File: src/verilog/tcr_defines.svh
`ifndef TCR_DEFINES_SVH
`define TCR_DEFINES_SVH

// ==========================================================
// timing
// ==========================================================
// timer clock is fsys divided by twelve unless bypassed
`define TCR_PRESCALE_DIV 4'hC
`define TCR_PRESCALE_LAST 4'hB

// ==========================================================
// count limits and reset values
// ==========================================================
`define TCR_COUNT_TOP 16'hFFFF
`define TCR_COUNT_RST 16'h0000
`define TCR_RELOAD_RST 16'h0000
`define TCR_CFG_RST 9'h000

// ==========================================================
// configuration field positions
// ==========================================================
`define TCR_CFG_RUN 8
`define TCR_CFG_CNTSEL 7
`define TCR_CFG_CAPTURE 6
`define TCR_CFG_EXTEN 5
`define TCR_CFG_CLKOE 4
`define TCR_CFG_DOWN_COUNT_ENABLE 3
`define TCR_CFG_BYPASS 2
`define TCR_CFG_TIE 1
`define TCR_CFG_GIE 0

`endif

File: src/verilog/tcr_pkg.sv
package tcr_pkg;

  // ========================================================
  // configuration bits, held as a register inside the block
  // ========================================================
  typedef struct packed {
    logic run_control;
    logic counter_select;
    logic capture_not_reload;
    logic external_trigger_enable;
    logic clock_output_enable;
    logic down_count_enable;
    logic prescale_bypass;
    logic timer_irq_enable;
    logic global_irq_enable;
  } tcr_cfg_type;

  // ========================================================
  // software writes, one-cycle strobes with data
  // ========================================================
  typedef struct packed {
    logic count_wr;
    logic [15:0] count_data;
    logic reload_wr;
    logic [15:0] reload_data;
    logic set_overflow;
    logic clr_overflow;
    logic set_event;
    logic clr_event;
  } tcr_sw_type;

  // ========================================================
  // operating modes
  // ========================================================
  typedef enum logic [1:0] {
    TCR_MODE_CAPTURE,
    TCR_MODE_RELOAD,
    TCR_MODE_UPDOWN,
    TCR_MODE_CLKOUT
  } tcr_mode_type;

endpackage

File: src/verilog/tcr_timer2.sv
// Summary of operation
// capture mode without trigger: plain timer, overflow flag
// trigger fall copies count into reload pair
// up reload: wrap at FFFF sets flag, reloads
// trigger fall also reloads, sets event flag
// up/down: trigger level picks direction
// counting up wraps, flags, reloads from pair
// counting down, match reload: flag, load FFFF
// up/down: event flag is seventeenth bit
// timer with clock output drives 50% clock
// out clock is timer clock / 4(65536-reload)
// clock output mode: overflow raises no interrupt
// run cleared holds count; trigger stays live
// both flags share one interrupt request
// software sets or clears flags; hardware clears only the event flag, by its up/down toggle
// interrupt needs global and timer enables
// down count enable resets to zero
// counter select: timer clock or event pin
// pins synchronised, falls from two samples
`timescale 1ns/1ps
`include "tcr_defines.svh"
module tcr_timer2 (
  input wire logic mclk,
  input wire logic nrst,
  input tcr_pkg::tcr_cfg_type cfg_in,
  input tcr_pkg::tcr_sw_type sw_req,
  input wire logic trigger_pin,
  input wire logic event_clock_pin_i,
  output logic event_clock_pin_o,
  output logic event_clock_pin_oe,
  output logic [15:0] count_q,
  output logic [15:0] reload_q,
  output logic overflow_flag,
  output logic external_event_flag,
  output logic timer_irq
);

  // ========================================================
  // declarations
  // ========================================================
  tcr_pkg::tcr_cfg_type cfg_q;
  tcr_pkg::tcr_mode_type mode;
  logic [3:0] pre_q;
  logic pre_tick;
  logic timer_tick;
  logic tick;
  logic half_q;
  logic count_en;
  logic trig_level;
  logic trig_fall;
  logic ev_fall;
  logic at_top;
  logic at_match;
  logic wrap;
  logic ovf;
  logic ext_evt;
  logic [15:0] count_d;

  // ========================================================
  // pin synchronisers
  // ========================================================
  tcr_edge_sync u_trig_sync (
    .mclk(mclk),
    .nrst(nrst),
    .pin(trigger_pin),
    .level_q(trig_level),
    .fall(trig_fall)
  );

  tcr_edge_sync u_event_sync (
    .mclk(mclk),
    .nrst(nrst),
    .pin(event_clock_pin_i),
    .level_q(),
    .fall(ev_fall)
  );

  // ========================================================
  // configuration register
  // ========================================================
  // one cycle of latency on every control change
  always_ff @(posedge mclk or negedge nrst) begin
    if (!nrst) begin
      cfg_q <= `TCR_CFG_RST;
    end else begin
      cfg_q <= cfg_in;
    end
  end

  // ========================================================
  // mode decode
  // ========================================================
  // counter select with clock output is not recommended;
  // it falls back to the counting modes, pin stays input
  always_comb begin
    if (cfg_q.clock_output_enable && !cfg_q.counter_select) begin
      mode = tcr_pkg::TCR_MODE_CLKOUT;
    end else if (cfg_q.capture_not_reload) begin
      mode = tcr_pkg::TCR_MODE_CAPTURE;
    end else if (cfg_q.down_count_enable) begin
      mode = tcr_pkg::TCR_MODE_UPDOWN;
    end else begin
      mode = tcr_pkg::TCR_MODE_RELOAD;
    end
  end

  // ========================================================
  // timer clock prescaler
  // ========================================================
  always_ff @(posedge mclk or negedge nrst) begin
    if (!nrst) begin
      pre_q <= 4'h0;
    end else if (pre_tick) begin
      pre_q <= 4'h0;
    end else begin
      pre_q <= pre_q + 4'h1;
    end
  end

  assign pre_tick = (pre_q == `TCR_PRESCALE_LAST);
  assign timer_tick = cfg_q.prescale_bypass | pre_tick;
  assign tick = cfg_q.counter_select ? ev_fall : timer_tick;

  // clock output mode advances on every second tick, so a
  // full output period spans four timer wraps of half length
  always_ff @(posedge mclk or negedge nrst) begin
    if (!nrst) begin
      half_q <= 1'b0;
    end else if (mode != tcr_pkg::TCR_MODE_CLKOUT) begin
      half_q <= 1'b0;
    end else if (cfg_q.run_control && tick) begin
      half_q <= ~half_q;
    end
  end

  // ========================================================
  // count events
  // ========================================================
  assign count_en = cfg_q.run_control & tick &
                    ((mode != tcr_pkg::TCR_MODE_CLKOUT) | half_q);
  assign at_top = (count_q == `TCR_COUNT_TOP);
  assign at_match = (count_q == reload_q);
  assign wrap = count_en & at_top;

  always_comb begin
    case (mode)
      tcr_pkg::TCR_MODE_CAPTURE: begin
        ovf = wrap;
      end
      tcr_pkg::TCR_MODE_RELOAD: begin
        ovf = wrap;
      end
      tcr_pkg::TCR_MODE_UPDOWN: begin
        ovf = count_en & (trig_level ? at_top : at_match);
      end
      tcr_pkg::TCR_MODE_CLKOUT: begin
        ovf = 1'b0;
      end
      default: begin
        ovf = 1'b0;
      end
    endcase
  end

  // trigger enable is ignored while direction comes from the pin
  assign ext_evt = trig_fall & cfg_q.external_trigger_enable &
                   (mode != tcr_pkg::TCR_MODE_UPDOWN);

  // ========================================================
  // counter
  // ========================================================
  always_comb begin
    count_d = count_q;
    case (mode)
      tcr_pkg::TCR_MODE_CAPTURE: begin
        if (count_en) begin
          count_d = count_q + 16'h0001;
        end
      end
      tcr_pkg::TCR_MODE_RELOAD: begin
        if (wrap || ext_evt) begin
          count_d = reload_q;
        end else if (count_en) begin
          count_d = count_q + 16'h0001;
        end
      end
      tcr_pkg::TCR_MODE_UPDOWN: begin
        if (count_en && trig_level) begin
          count_d = at_top ? reload_q : count_q + 16'h0001;
        end else if (count_en) begin
          count_d = at_match ? `TCR_COUNT_TOP : count_q - 16'h0001;
        end
      end
      tcr_pkg::TCR_MODE_CLKOUT: begin
        if (wrap || ext_evt) begin
          count_d = reload_q;
        end else if (count_en) begin
          count_d = count_q + 16'h0001;
        end
      end
      default: begin
        count_d = count_q;
      end
    endcase
  end

  // software write takes priority over counting
  always_ff @(posedge mclk or negedge nrst) begin
    if (!nrst) begin
      count_q <= `TCR_COUNT_RST;
    end else if (sw_req.count_wr) begin
      count_q <= sw_req.count_data;
    end else begin
      count_q <= count_d;
    end
  end

  // ========================================================
  // reload / capture pair
  // ========================================================
  always_ff @(posedge mclk or negedge nrst) begin
    if (!nrst) begin
      reload_q <= `TCR_RELOAD_RST;
    end else if (sw_req.reload_wr) begin
      reload_q <= sw_req.reload_data;
    end else if (ext_evt && mode == tcr_pkg::TCR_MODE_CAPTURE) begin
      reload_q <= count_q;
    end
  end

  // ========================================================
  // flags; a hardware set beats a software clear
  // ========================================================
  always_ff @(posedge mclk or negedge nrst) begin
    if (!nrst) begin
      overflow_flag <= 1'b0;
    end else if (ovf || sw_req.set_overflow) begin
      overflow_flag <= 1'b1;
    end else if (sw_req.clr_overflow) begin
      overflow_flag <= 1'b0;
    end
  end

  always_ff @(posedge mclk or negedge nrst) begin
    if (!nrst) begin
      external_event_flag <= 1'b0;
    end else if (sw_req.set_event) begin
      external_event_flag <= 1'b1;
    end else if (mode == tcr_pkg::TCR_MODE_UPDOWN && ovf) begin
      external_event_flag <= ~external_event_flag;
    end else if (ext_evt) begin
      external_event_flag <= 1'b1;
    end else if (sw_req.clr_event) begin
      external_event_flag <= 1'b0;
    end
  end

  // ========================================================
  // interrupt request
  // ========================================================
  always_ff @(posedge mclk or negedge nrst) begin
    if (!nrst) begin
      timer_irq <= 1'b0;
    end else begin
      timer_irq <= cfg_q.global_irq_enable & cfg_q.timer_irq_enable &
                   (overflow_flag |
                    (external_event_flag & (mode != tcr_pkg::TCR_MODE_UPDOWN)));
    end
  end

  // ========================================================
  // clock output
  // ========================================================
  // toggle on each wrap; output rests low outside the mode
  always_ff @(posedge mclk or negedge nrst) begin
    if (!nrst) begin
      event_clock_pin_o <= 1'b0;
    end else if (mode != tcr_pkg::TCR_MODE_CLKOUT) begin
      event_clock_pin_o <= 1'b0;
    end else if (wrap) begin
      event_clock_pin_o <= ~event_clock_pin_o;
    end
  end

  always_ff @(posedge mclk or negedge nrst) begin
    if (!nrst) begin
      event_clock_pin_oe <= 1'b0;
    end else begin
      event_clock_pin_oe <= (mode == tcr_pkg::TCR_MODE_CLKOUT);
    end
  end
endmodule

File: src/verilog/tcr_edge_sync.sv
`timescale 1ns/1ps
module tcr_edge_sync (
  input wire logic mclk,
  input wire logic nrst,
  input wire logic pin,
  output logic level_q,
  output logic fall
);

  logic meta_q;
  logic last_q;

  // ========================================================
  // two-stage synchroniser, then edge history
  // ========================================================
  always_ff @(posedge mclk or negedge nrst) begin
    if (!nrst) begin
      meta_q <= 1'b1;
      level_q <= 1'b1;
      last_q <= 1'b1;
    end else begin
      meta_q <= pin;
      level_q <= meta_q;
      last_q <= level_q;
    end
  end

  // only synchronised samples feed the edge compare
  assign fall = last_q & ~level_q;

endmodule

File: config.mk
export PLATFORM = sky130hd
export DESIGN_NAME = tcr_timer2
export DESIGN_NICKNAME = d
export VERILOG_FILES = /design/src/verilog/tcr_pkg.sv /design/src/verilog/tcr_timer2.sv /design/src/verilog/tcr_edge_sync.sv
export VERILOG_INCLUDE_DIRS = /design/src /design/src/verilog
export SDC_FILE = /design/constraint.sdc
export NUM_CORES = 1
export LEC_CHECK = 0
export BUFFER_PORTS_ARGS = -buffer_cell sky130_fd_sc_hd__buf_2
export CORE_MARGIN = 4
export CORE_UTILIZATION = 55
export CTS_BUF_LIST = sky130_fd_sc_hd__clkbuf_8 sky130_fd_sc_hd__clkbuf_16
export CTS_CLUSTER_SIZE = 40
export DETAILED_ROUTE_END_ITERATION = 10
export GPL_TIMING_DRIVEN = 0
export PLACE_DENSITY = 0.81
export RECOVER_POWER = 25
export REMOVE_ABC_BUFFERS = 1
export SYNTH_ARGS = -nofsm -noshare
export SYNTH_HDL_FRONTEND = slang
export SYNTH_SLANG_ARGS = --single-unit
export TNS_END_PERCENT = 100
File: constraint.sdc
create_clock -name mclk -period 2.6 [get_ports mclk]
set_input_delay 0 -clock mclk [delete_from_list [all_inputs] [get_ports mclk]]
set_output_delay 0 -clock mclk [all_outputs]
set_load 0.05 [all_outputs]
==> flow_summary.toml, run 1 <==
[yosys]
synthMostInstantiatedCell = "dfrtp_1"
ys_top_cells_by_count = "dfrtp_1 (51), nand2_1 (48), nor2_1 (33), a21oi_1 (31), xor2_1 (30)"
synthArstFlopShare_pct = 100
synthFlopType = "dfrtp_1"
postSynthCellCount = 480
synth_edf_count = 0
ys_seq_area_share_pct = 35.6
yosysWarnings = 0
avgSynthCellArea_sq_um = 8.40
ys_top_cells_by_area = "dfrtp_1 (32%), xor2_1 (6.5%), xnor2_1 (4.6%), nand2_1 (4.5%), dfstp_2 (3.9%)"
ys_types = 57
ys_seq_elements = 57
synth_top_cell_by_area = "dfrtp_1"
netlist_area_sq_um = 4030
yosys.area.top_type_share_pct = 31.6

[detailed_routing]
ant_nets = 0
wl_met1_mm = 5.18
drt_iter0_markers = 480
drtPass1Iterations = 5
num_vias = 4460
wirelength_mm = 14.0
top_layer = "met4"
wl_met2_mm = 6.65
post_drt_wl_per_cell_microns = 20.1
drc = 0
wl_met3_mm = 1.58
via_per_inst = 6.41

[power]
leakage_nw = 2.30
ir_worst_vdd_mv = 0.389
powerDensity_nw_per_um2 = 568

[die]
io_pins = 88
die-area_sq_um = 8770
coreArea_sq_um = 6940
die_y_microns = 93.6
start_util_pct = 58.1
fp.dieW_microns = 93.6
num_rows = 30

[hold_path]
hp-class = "primary input to register"

[timing]
slew_headroom_pct = 3.56
clock.fmax_ghz = 0.394
hold_viol_final = 0
fin_worst_skew_ps = 9.65
tightest_slew_ps = 1450
timing.final.ws_setup_ps = 63.8
rsz0062_at_grt = "yes"
fin_crit_sh_pct = 97.5
drv_slew = 0
period_needed_ps = 2540
setup_violations = 0

[placement]
place_ws_ps = -1180
placement.cell_area_sq_um = 4420
io_buffers = 87
globalplace.congestion = 0.931
dp_hpwl_mm = 8.39

[cts]
cts_buffers = 9
cts-root-buf = "clkbuf_8"
cts-htree-levels = 3
cts_buffer_depth = 2
cts_tree = "done"
clk_pin_slew_ps = 70
clock_sinks = 57
clk_latency_ps = 350

[global_routing]
grt_pass1_vias = 4450
grt_pass1_wl_mm = 22.0
grt_start_max_net_pins = 58
grt_usage_pct = 32.2
antenna_found_initial = 0
overflow = 0

[critical_path]
path_class = "register to register"
critPathMaxFanout = 17
cp.required_ps = 2830
critical_path_arrival_ps = 2770
cp-end-kind = "register"
start_kind = "register"

[finish]
finalInstanceArea_sq_um = 5360
antenna_cells = 0
area_delta_synth_final_pct = 32.8
num-fill-cells = 491
final_layout_size_suffix_gt1_share_pct = 27.0
fin_nets = 649

[status]
status = "finished, final reports clean"

[flow_run]
drv_cap = 0
[placed cells by master (no fill, tap or decap), types with 3 or more instances in the layout]
cell type / Yosys / layout
nor4_2: 1 / 4
nand2_1: 48 / 46
dfstp_2: 6 / 5
o21ai_0: 28 / 26
buf_4: 2 / 8
dlygate4sd3_1: 0 / 46
mux2i_1: 14 / 14
xnor2_1: 21 / 21
nand3_1: 28 / 26
nand2b_1: 7 / 6
and3_1: 7 / 6
nor2_1: 33 / 30
nor3_1: 10 / 10
o211ai_1: 8 / 8
nor4_1: 9 / 5
a221oi_1: 9 / 9
xor2_1: 30 / 30
and4_1: 6 / 5
nand4_1: 10 / 10
dfrtp_1: 51 / 39
dfrtp_2: 0 / 12
a21oi_1: 31 / 31
buf_2: 11 / 86
a21o_1: 3 / 3
a31oi_1: 9 / 8
a21boi_0: 3 / 3
o221ai_1: 4 / 3
and3b_1: 3 / 3
o22ai_1: 17 / 17
clkbuf_8: 0 / 9
o41ai_1: 3 / 3
inv_1: 9 / 9
[critical path: stages, from the launching register on]
cell and delay [ps]:
dfrtp_2 560, or4_4 650, nor4_4 380, a21o_1 160
nand4_1 90, a31o_1 230, a311o_1 340
[report_power, final]
| part | total [mW] | internal, mW | switching (mW) |
|---|---|---|---|
| sequential | 1.17 | 0.968 | 0.203 |
| clock | 0.937 | 0.539 | 0.398 |
| combinational | 0.933 | 0.341 | 0.592 |
| total | 3.04 | 1.85 | 1.19 |
[per-layer routing]
metal	up-vias	track usage (%)
li1	1993	-
met1	2065	38.5
met2	322	53.2
met3	80	8.61
met4	0	16.4
met5	-	0
[area by class of cell]
cell class / count / area, sq um / share of cell area, %
clock buffers: 9 / 124 / 2.31
repair buffers: 143 / 978 / 18.3
multi-input cells: 375 / 2560 / 47.7
well taps: 96 / 120 / 2.24
clock inverters: 7 / 95.1 / 1.78
flip-flops and latches: 57 / 1450 / 27.0
inverters: 9 / 33.8 / 0.631
[stage by stage]
step                      util (%)  setup TNS, ps  hold WS [ps]  cells  total power, mW
after floorplan                  -          -4600          -296    441             1.70
after global placement        63.5         -15600           106    624             1.95
after detailed placement      63.7         -15530           107    625             1.97
after CTS                     75.2              0          30.9    689             2.98
after global routing          77.1          -15.4          46.5    696             3.16
final                         77.1              0          56.7    696             3.04
[sequential cells by signal, summed over array words and instances, names as in the netlist]
register	flops
external_event_flag	1
half_q	1
u_event_sync.last_q	1
u_trig_sync.last_q	1
timer_irq	1
event_clock_pin_oe	1
count_q	16
u_trig_sync.level_q	1
overflow_flag	1
event_clock_pin_o	1
u_trig_sync.meta_q	1
u_event_sync.meta_q	1
reload_q	16
cfg_q	9
pre_q	4
u_event_sync.level_q	1
[worst paths after layout]
path	start	end	slack, ps	depth (start not counted)
min reg2reg	u_trig_sync.meta_q	u_trig_sync.level_q	360	0
max in group asynchronous	nrst	count_q[4]	1100	2
max reg2reg	count_q[2]	count_q[15]	60	6
min in group asynchronous	nrst	count_q[12]	540	2
min	sw_req[0]	external_event_flag	60	3
max	count_q[2]	count_q[15]	60	6
[what timing repair did]
action,CTS,global route
hold buffers,46,0
hold endpoints to repair,84,0
pin swaps,3,4
gates cloned,0,0
setup endpoints to repair,17,31
resized for setup,29,18
buffers inserted,2,7
[logic make-up after synthesis]
family | Yosys count | share of synthesized area (%)
AND/OR/NAND/NOR | 176 | 22.7
AO/OA/AOI/OAI | 130 | 20.8
flip-flops | 57 | 35.6
XOR/XNOR | 51 | 11.1
buffers and inverters | 48 | 5.21
multiplexers | 15 | 3.75
adder cells (fa/ha/maj) | 3 | 0.931
Power figures use the tool's default switching activity.
==> inputs of run 2 (changes only) <==
- SYNTH_HIERARCHICAL: default -> 1
==> flow_summary.toml, run 2 <==
[hold_path]
min_to = "count_q[8]"
whs_path_depth = 3
min_from = "sw_req[29]"
hp-class = "primary input to register"

[timing]
fin_crit_sh_pct = 100
drv_slew = 0
hold_viol_final = 0
rsz0062_at_grt = "yes"
slew_headroom_pct = 4.69
period_needed_ps = 2600
tightest_slew_ps = 1430
setup_violations = 1
clock.fmax_ghz = 0.384
timing.final.ws_setup_ps = -2.62
fin_worst_skew_ps = 10.8

[yosys]
ys_types = 61
ys_seq_elements = 57
synthMostInstantiatedCell = "nand2_1"
synthArstFlopShare_pct = 100
synth_edf_count = 0
ys_top_cells_by_area = "dfrtp_1 (32%), xor2_1 (6.1%), nand2_1 (4.9%), xnor2_1 (4.6%), o21ai_0 (4.5%)"
yosys.area.top_type_share_pct = 31.7
avgSynthCellArea_sq_um = 8.41
postSynthCellCount = 479
netlist_area_sq_um = 4030
synthFlopType = "dfrtp_1"
ys_top_cells_by_count = "nand2_1 (53), dfrtp_1 (51), o21ai_0 (36), clkbuf_1 (35), a21oi_1 (31)"
synth_top_cell_by_area = "dfrtp_1"
ys_seq_area_share_pct = 35.6
yosysWarnings = 6

[cts]
cts_buffer_depth = 2
cts-root-buf = "clkbuf_8"
clk_pin_slew_ps = 70
clock_sinks = 57
cts_tree = "done"
clk_latency_ps = 360
cts-htree-levels = 3
cts_buffers = 9

[die]
num_rows = 30
fp.dieW_microns = 93.6
die-area_sq_um = 8750
die_y_microns = 93.6
io_pins = 88
start_util_pct = 58.0
coreArea_sq_um = 6940

[detailed_routing]
num_vias = 4575
drt_iter0_markers = 467
drtPass1Iterations = 8
post_drt_wl_per_cell_microns = 19.5
ant_nets = 0
via_per_inst = 6.35
wirelength_mm = 14.1
drc = 0

[placement]
io_buffers = 87
globalplace.congestion = 0.936
dpl.cell_count = 625
dp_hpwl_mm = 8.45

[power]
ir_worst_vdd_mv = 0.294
leakage_nw = 2.42
finalPower_mw = 3.07
powerDensity_nw_per_um2 = 551

[status]
violations = "negative setup slack"
status = "finished, violations left"

[global_routing]
grt_pass1_wl_mm = 21.6
antenna_found_initial = 0
grt_start_max_net_pins = 58
grt_pass1_vias = 4205
overflow = 0
grt_usage_pct = 31.7

[finish]
area_delta_synth_final_pct = 38.3
final_layout_size_suffix_gt1_share_pct = 31.0
antenna_cells = 0
mostFrequentLayoutCells = "buf_2 (85), nand2_1 (49), dlygate4sd3_1 (43)"
reg.largest.list = "count_q (16), reload_q (16), cfg_q (9)"
fin_cells = 721
final_common_cell = "buf_2"
fin_nets = 674

[critical_path]
cp-end-kind = "register"
r2r_end = "count_q[10]"
reg2reg_depth = 9
path_class = "register to register"
r2r_slack_ps = -3
critical_path_arrival_ps = 2870
critPathMaxFanout = 6
cp.required_ps = 2870
r2r-start = "count_q[1]"
start_kind = "register"

[flow_run]
drv_cap = 0
==> run 2: worst max-delay path by stage <==
stage,from,to,slack [ps],cells after the start
global route,count_q[1],count_q[10],-80,9
global placement,u_event_sync/last_q,count_q[2],-1790,7
floorplan,count_q[1],count_q[7],-780,7
CTS,count_q[0],count_q[5],7,7
detailed placement,count_q[0],count_q[5],-670,7
finish,count_q[1],count_q[10],-3,9
==> run 2: per-layer routing <==
metal	global-route usage [%]	share of wire (%)
met5	0	0
met4	12.4	3.3
met3	5.55	8.5
met1	40.8	39
met2	52.9	49
==> run 2: layout make-up <==
type,instances,area (sq um)
sequential,57,1450
inverter,9,33.8
timing repair buffer,171,1210
clock inverter,7,71.3
fill,437,1380
tap,96,120
multi-input combinational,372,2560
clock buffer,9,124
==> run 2: what timing repair did <==
| action | CTS | global route |
|---|---|---|
| resized for setup | 31 | 12 |
| buffers inserted | 9 | 28 |
| setup endpoints to repair | 17 | 16 |
| hold buffers | 43 | 0 |
| endpoints found under the hold margin | 93 | 0 |
| pin swaps | 3 | 6 |
| gates cloned | 0 | 0 |
==> run 2: cells by family (layout without fill, tap and decap cells) <==
family	Yosys count	after routing	synth area share, %
AO/OA/AOI/OAI	135	135	21.8
multiplexers	19	19	4.85
AND/OR/NAND/NOR	166	166	21.2
XOR/XNOR	49	49	10.7
adder cells (fa/ha/maj)	3	3	0.932
flip-flops	57	57	35.6
buffers and inverters	50	196	4.94
==> run 2: critical path, cell delays in order, from the launching register on <==
cell and delay, ps:
dfrtp_2 450, buf_4 160, inv_1 100, ha_2 220, or4b_4 540, nor3_1 260
nor2_1 90, o211a_1 220, or4_1 400, o21ai_0 90
==> run 2: where the power goes <==
| group | switching [mW] | internal (mW) | total [mW] |
|---|---|---|---|
| combinational | 0.642 | 0.415 | 1.06 |
| clock | 0.409 | 0.442 | 0.850 |
| sequential | 0.190 | 0.972 | 1.16 |
==> run 2: metrics by stage <==
step	TNS, ps	utilization (%)	instance area (sq um)	setup slack, ps	hold WS [ps]
2_1_floorplan	-9380	-	3860	-779	-296
3_3_place_gp	-26940	63.6	4420	-1790	106
3_5_place_dp	-9090	64.6	4490	-669	107
4_1_cts	0	76.0	5280	6.54	7.93
5_1_grt	-588	80.2	5570	-82.1	41.0
6_report	-2.62	80.2	5570	-2.62	7.18
==> inputs of run 3 (changes only) <==
- clock period: 2.6 -> 2.9 ns (I/O delays scaled with it)
==> flow_summary.toml, run 3 (synthesis gave the netlist of run 2 again) <==
[status]
status = "finished, final reports clean"

[placement]
globalplace.congestion = 0.936
dpl.cell_count = 625
placement.cell_area_sq_um = 4490
dp_hpwl_mm = 8.45
io_buffers = 87

[cts]
cts-htree-levels = 3
clk_pin_slew_ps = 80
clock_sinks = 57
cts_tree = "done"
cts_buffer_depth = 2
cts_buffers = 9
clk_latency_ps = 360
cts-root-buf = "clkbuf_8"

[detailed_routing]
ant_nets = 0
drc = 0
wirelength_mm = 13.5
drtPass1Iterations = 5
drt_iter0_markers = 462
via_per_inst = 6.34
num_vias = 4421
post_drt_wl_per_cell_microns = 19.4

[finish]
mostFrequentLayoutCells = "buf_2 (85), nand2_1 (51), dlygate4sd3_1 (43)"
final_common_cell = "buf_2"
regArea_sq_um = 1450
fin_cells = 697
multiInputGateArea_sq_um = 2490
fin_nets = 650
area_delta_synth_final_pct = 31.2
num-fill-cells = 500
finalInstanceArea_sq_um = 5280
antenna_cells = 0
utilization_pct = 76.1
final_layout_size_suffix_gt1_share_pct = 26.1
reg.largest.list = "count_q (16), reload_q (16), cfg_q (9)"

[global_routing]
grt_start_max_net_pins = 58
grt_pass1_vias = 4214
grt_pass1_wl_mm = 21.0
antenna_found_initial = 0
overflow = 0
grt_usage_pct = 30.7

[critical_path]
path_class = "register to register"
cp.required_ps = 3170
cp-end-kind = "register"
critPathMaxFanout = 17
start_kind = "register"
critical_path_arrival_ps = 3130

[hold_path]
hp-class = "primary input to register"

[timing]
whs_ps = 9.84
fin_worst_skew_ps = 9.73
drv_slew = 0
fin_crit_sh_pct = 98.6
setup_violations = 0
slew_headroom_pct = 3.52
tightest_slew_ps = 1450
rsz0062_at_grt = "yes"
clock.fmax_ghz = 0.350
tns_ps = 0
hold_viol_final = 0
period_needed_ps = 2860

[power]
powerDensity_nw_per_um2 = 506
ir_worst_vdd_mv = 0.262
leakage_nw = 2.27

[flow_run]
drv_cap = 0

[die]
die-area_sq_um = 8750
coreArea_sq_um = 6940
fp.dieW_microns = 93.6
num_rows = 30
io_pins = 88
die_y_microns = 93.6
start_util_pct = 58.0
## run 3: changes by cell type in the layout (fill, tap and decap cells not counted), moves of 2 or more
| cell | previous run | this run |
|---|---|---|
| buf_12 | 2 | 0 |
| buf_4 | 36 | 13 |
| or4b_4 | 2 | 0 |
| nand2_1 | 49 | 51 |
| or4b_2 | 0 | 2 |
| dfrtp_2 | 12 | 9 |
| ha_2 | 3 | 1 |
| dfrtp_1 | 39 | 42 |
| ha_1 | 0 | 2 |
## run 3: path summary, 6_finish.rpt
path	start	to	slack, ps	depth (start not counted)
hold reg to reg	u_trig_sync/meta_q	u_trig_sync/level_q	360	0
setup reg to reg	pre_q[0]	count_q[10]	40	7
setup / recovery	pre_q[0]	count_q[10]	40	7
hold / removal	sw_req[29]	count_q[8]	10	3
max in group asynchronous	nrst	count_q[9]	1410	2
min in group asynchronous	nrst	pre_q[0]	520	2
## run 3: repair_timing
action	4_1_cts	5_1_grt
pin swaps	1	3
cloned	0	1
setup endpoints to repair	16	16
setup buffers	0	12
hold buffers	43	0
endpoints found under the hold margin	93	0
gates resized for setup	11	12
## run 3: cell type report
| type | instances | area share (%) |
|---|---|---|
| Multi-Input combinational cell | 373 | 47.1 |
| Sequential cell | 57 | 27.4 |
| Timing Repair Buffer | 146 | 18.9 |
| Clock buffer | 9 | 2.34 |
| Tap cell | 96 | 2.27 |
| Clock inverter | 7 | 1.35 |
| Inverter | 9 | 0.640 |
## run 3: worst max-delay path, stage by stage (launching register included)
cell and delay, ps:
dfrtp_1 390, ha_1 210, nand3b_1 270, a2111o_2 670
nand3_2 390, o22ai_1 200, or4_1 550, o21ai_0 90
## run 3: through the flow
| step | setup WS [ps] | power (mW) |
|---|---|---|
| after floorplan | -479 | 1.56 |
| after global placement | -1490 | 1.79 |
| after detailed placement | -369 | 1.82 |
| after CTS | 12.7 | 2.61 |
| after global routing | -59.8 | 2.79 |
| final | 42.0 | 2.67 |
## run 3: power breakdown
group	internal, mW	total, mW	switching (mW)
combinational	0.317	0.849	0.532
sequential	0.870	1.05	0.183
clock	0.396	0.769	0.373
## run 3: per-layer routing
metal,global-route usage [%],vias to the layer above,wire (microns)
li1,-,2000,-
met5,0,-,0
met2,50.5,269,6720
met1,39.4,2119,5430
met3,5.39,33,1100
met4,13.6,0,295
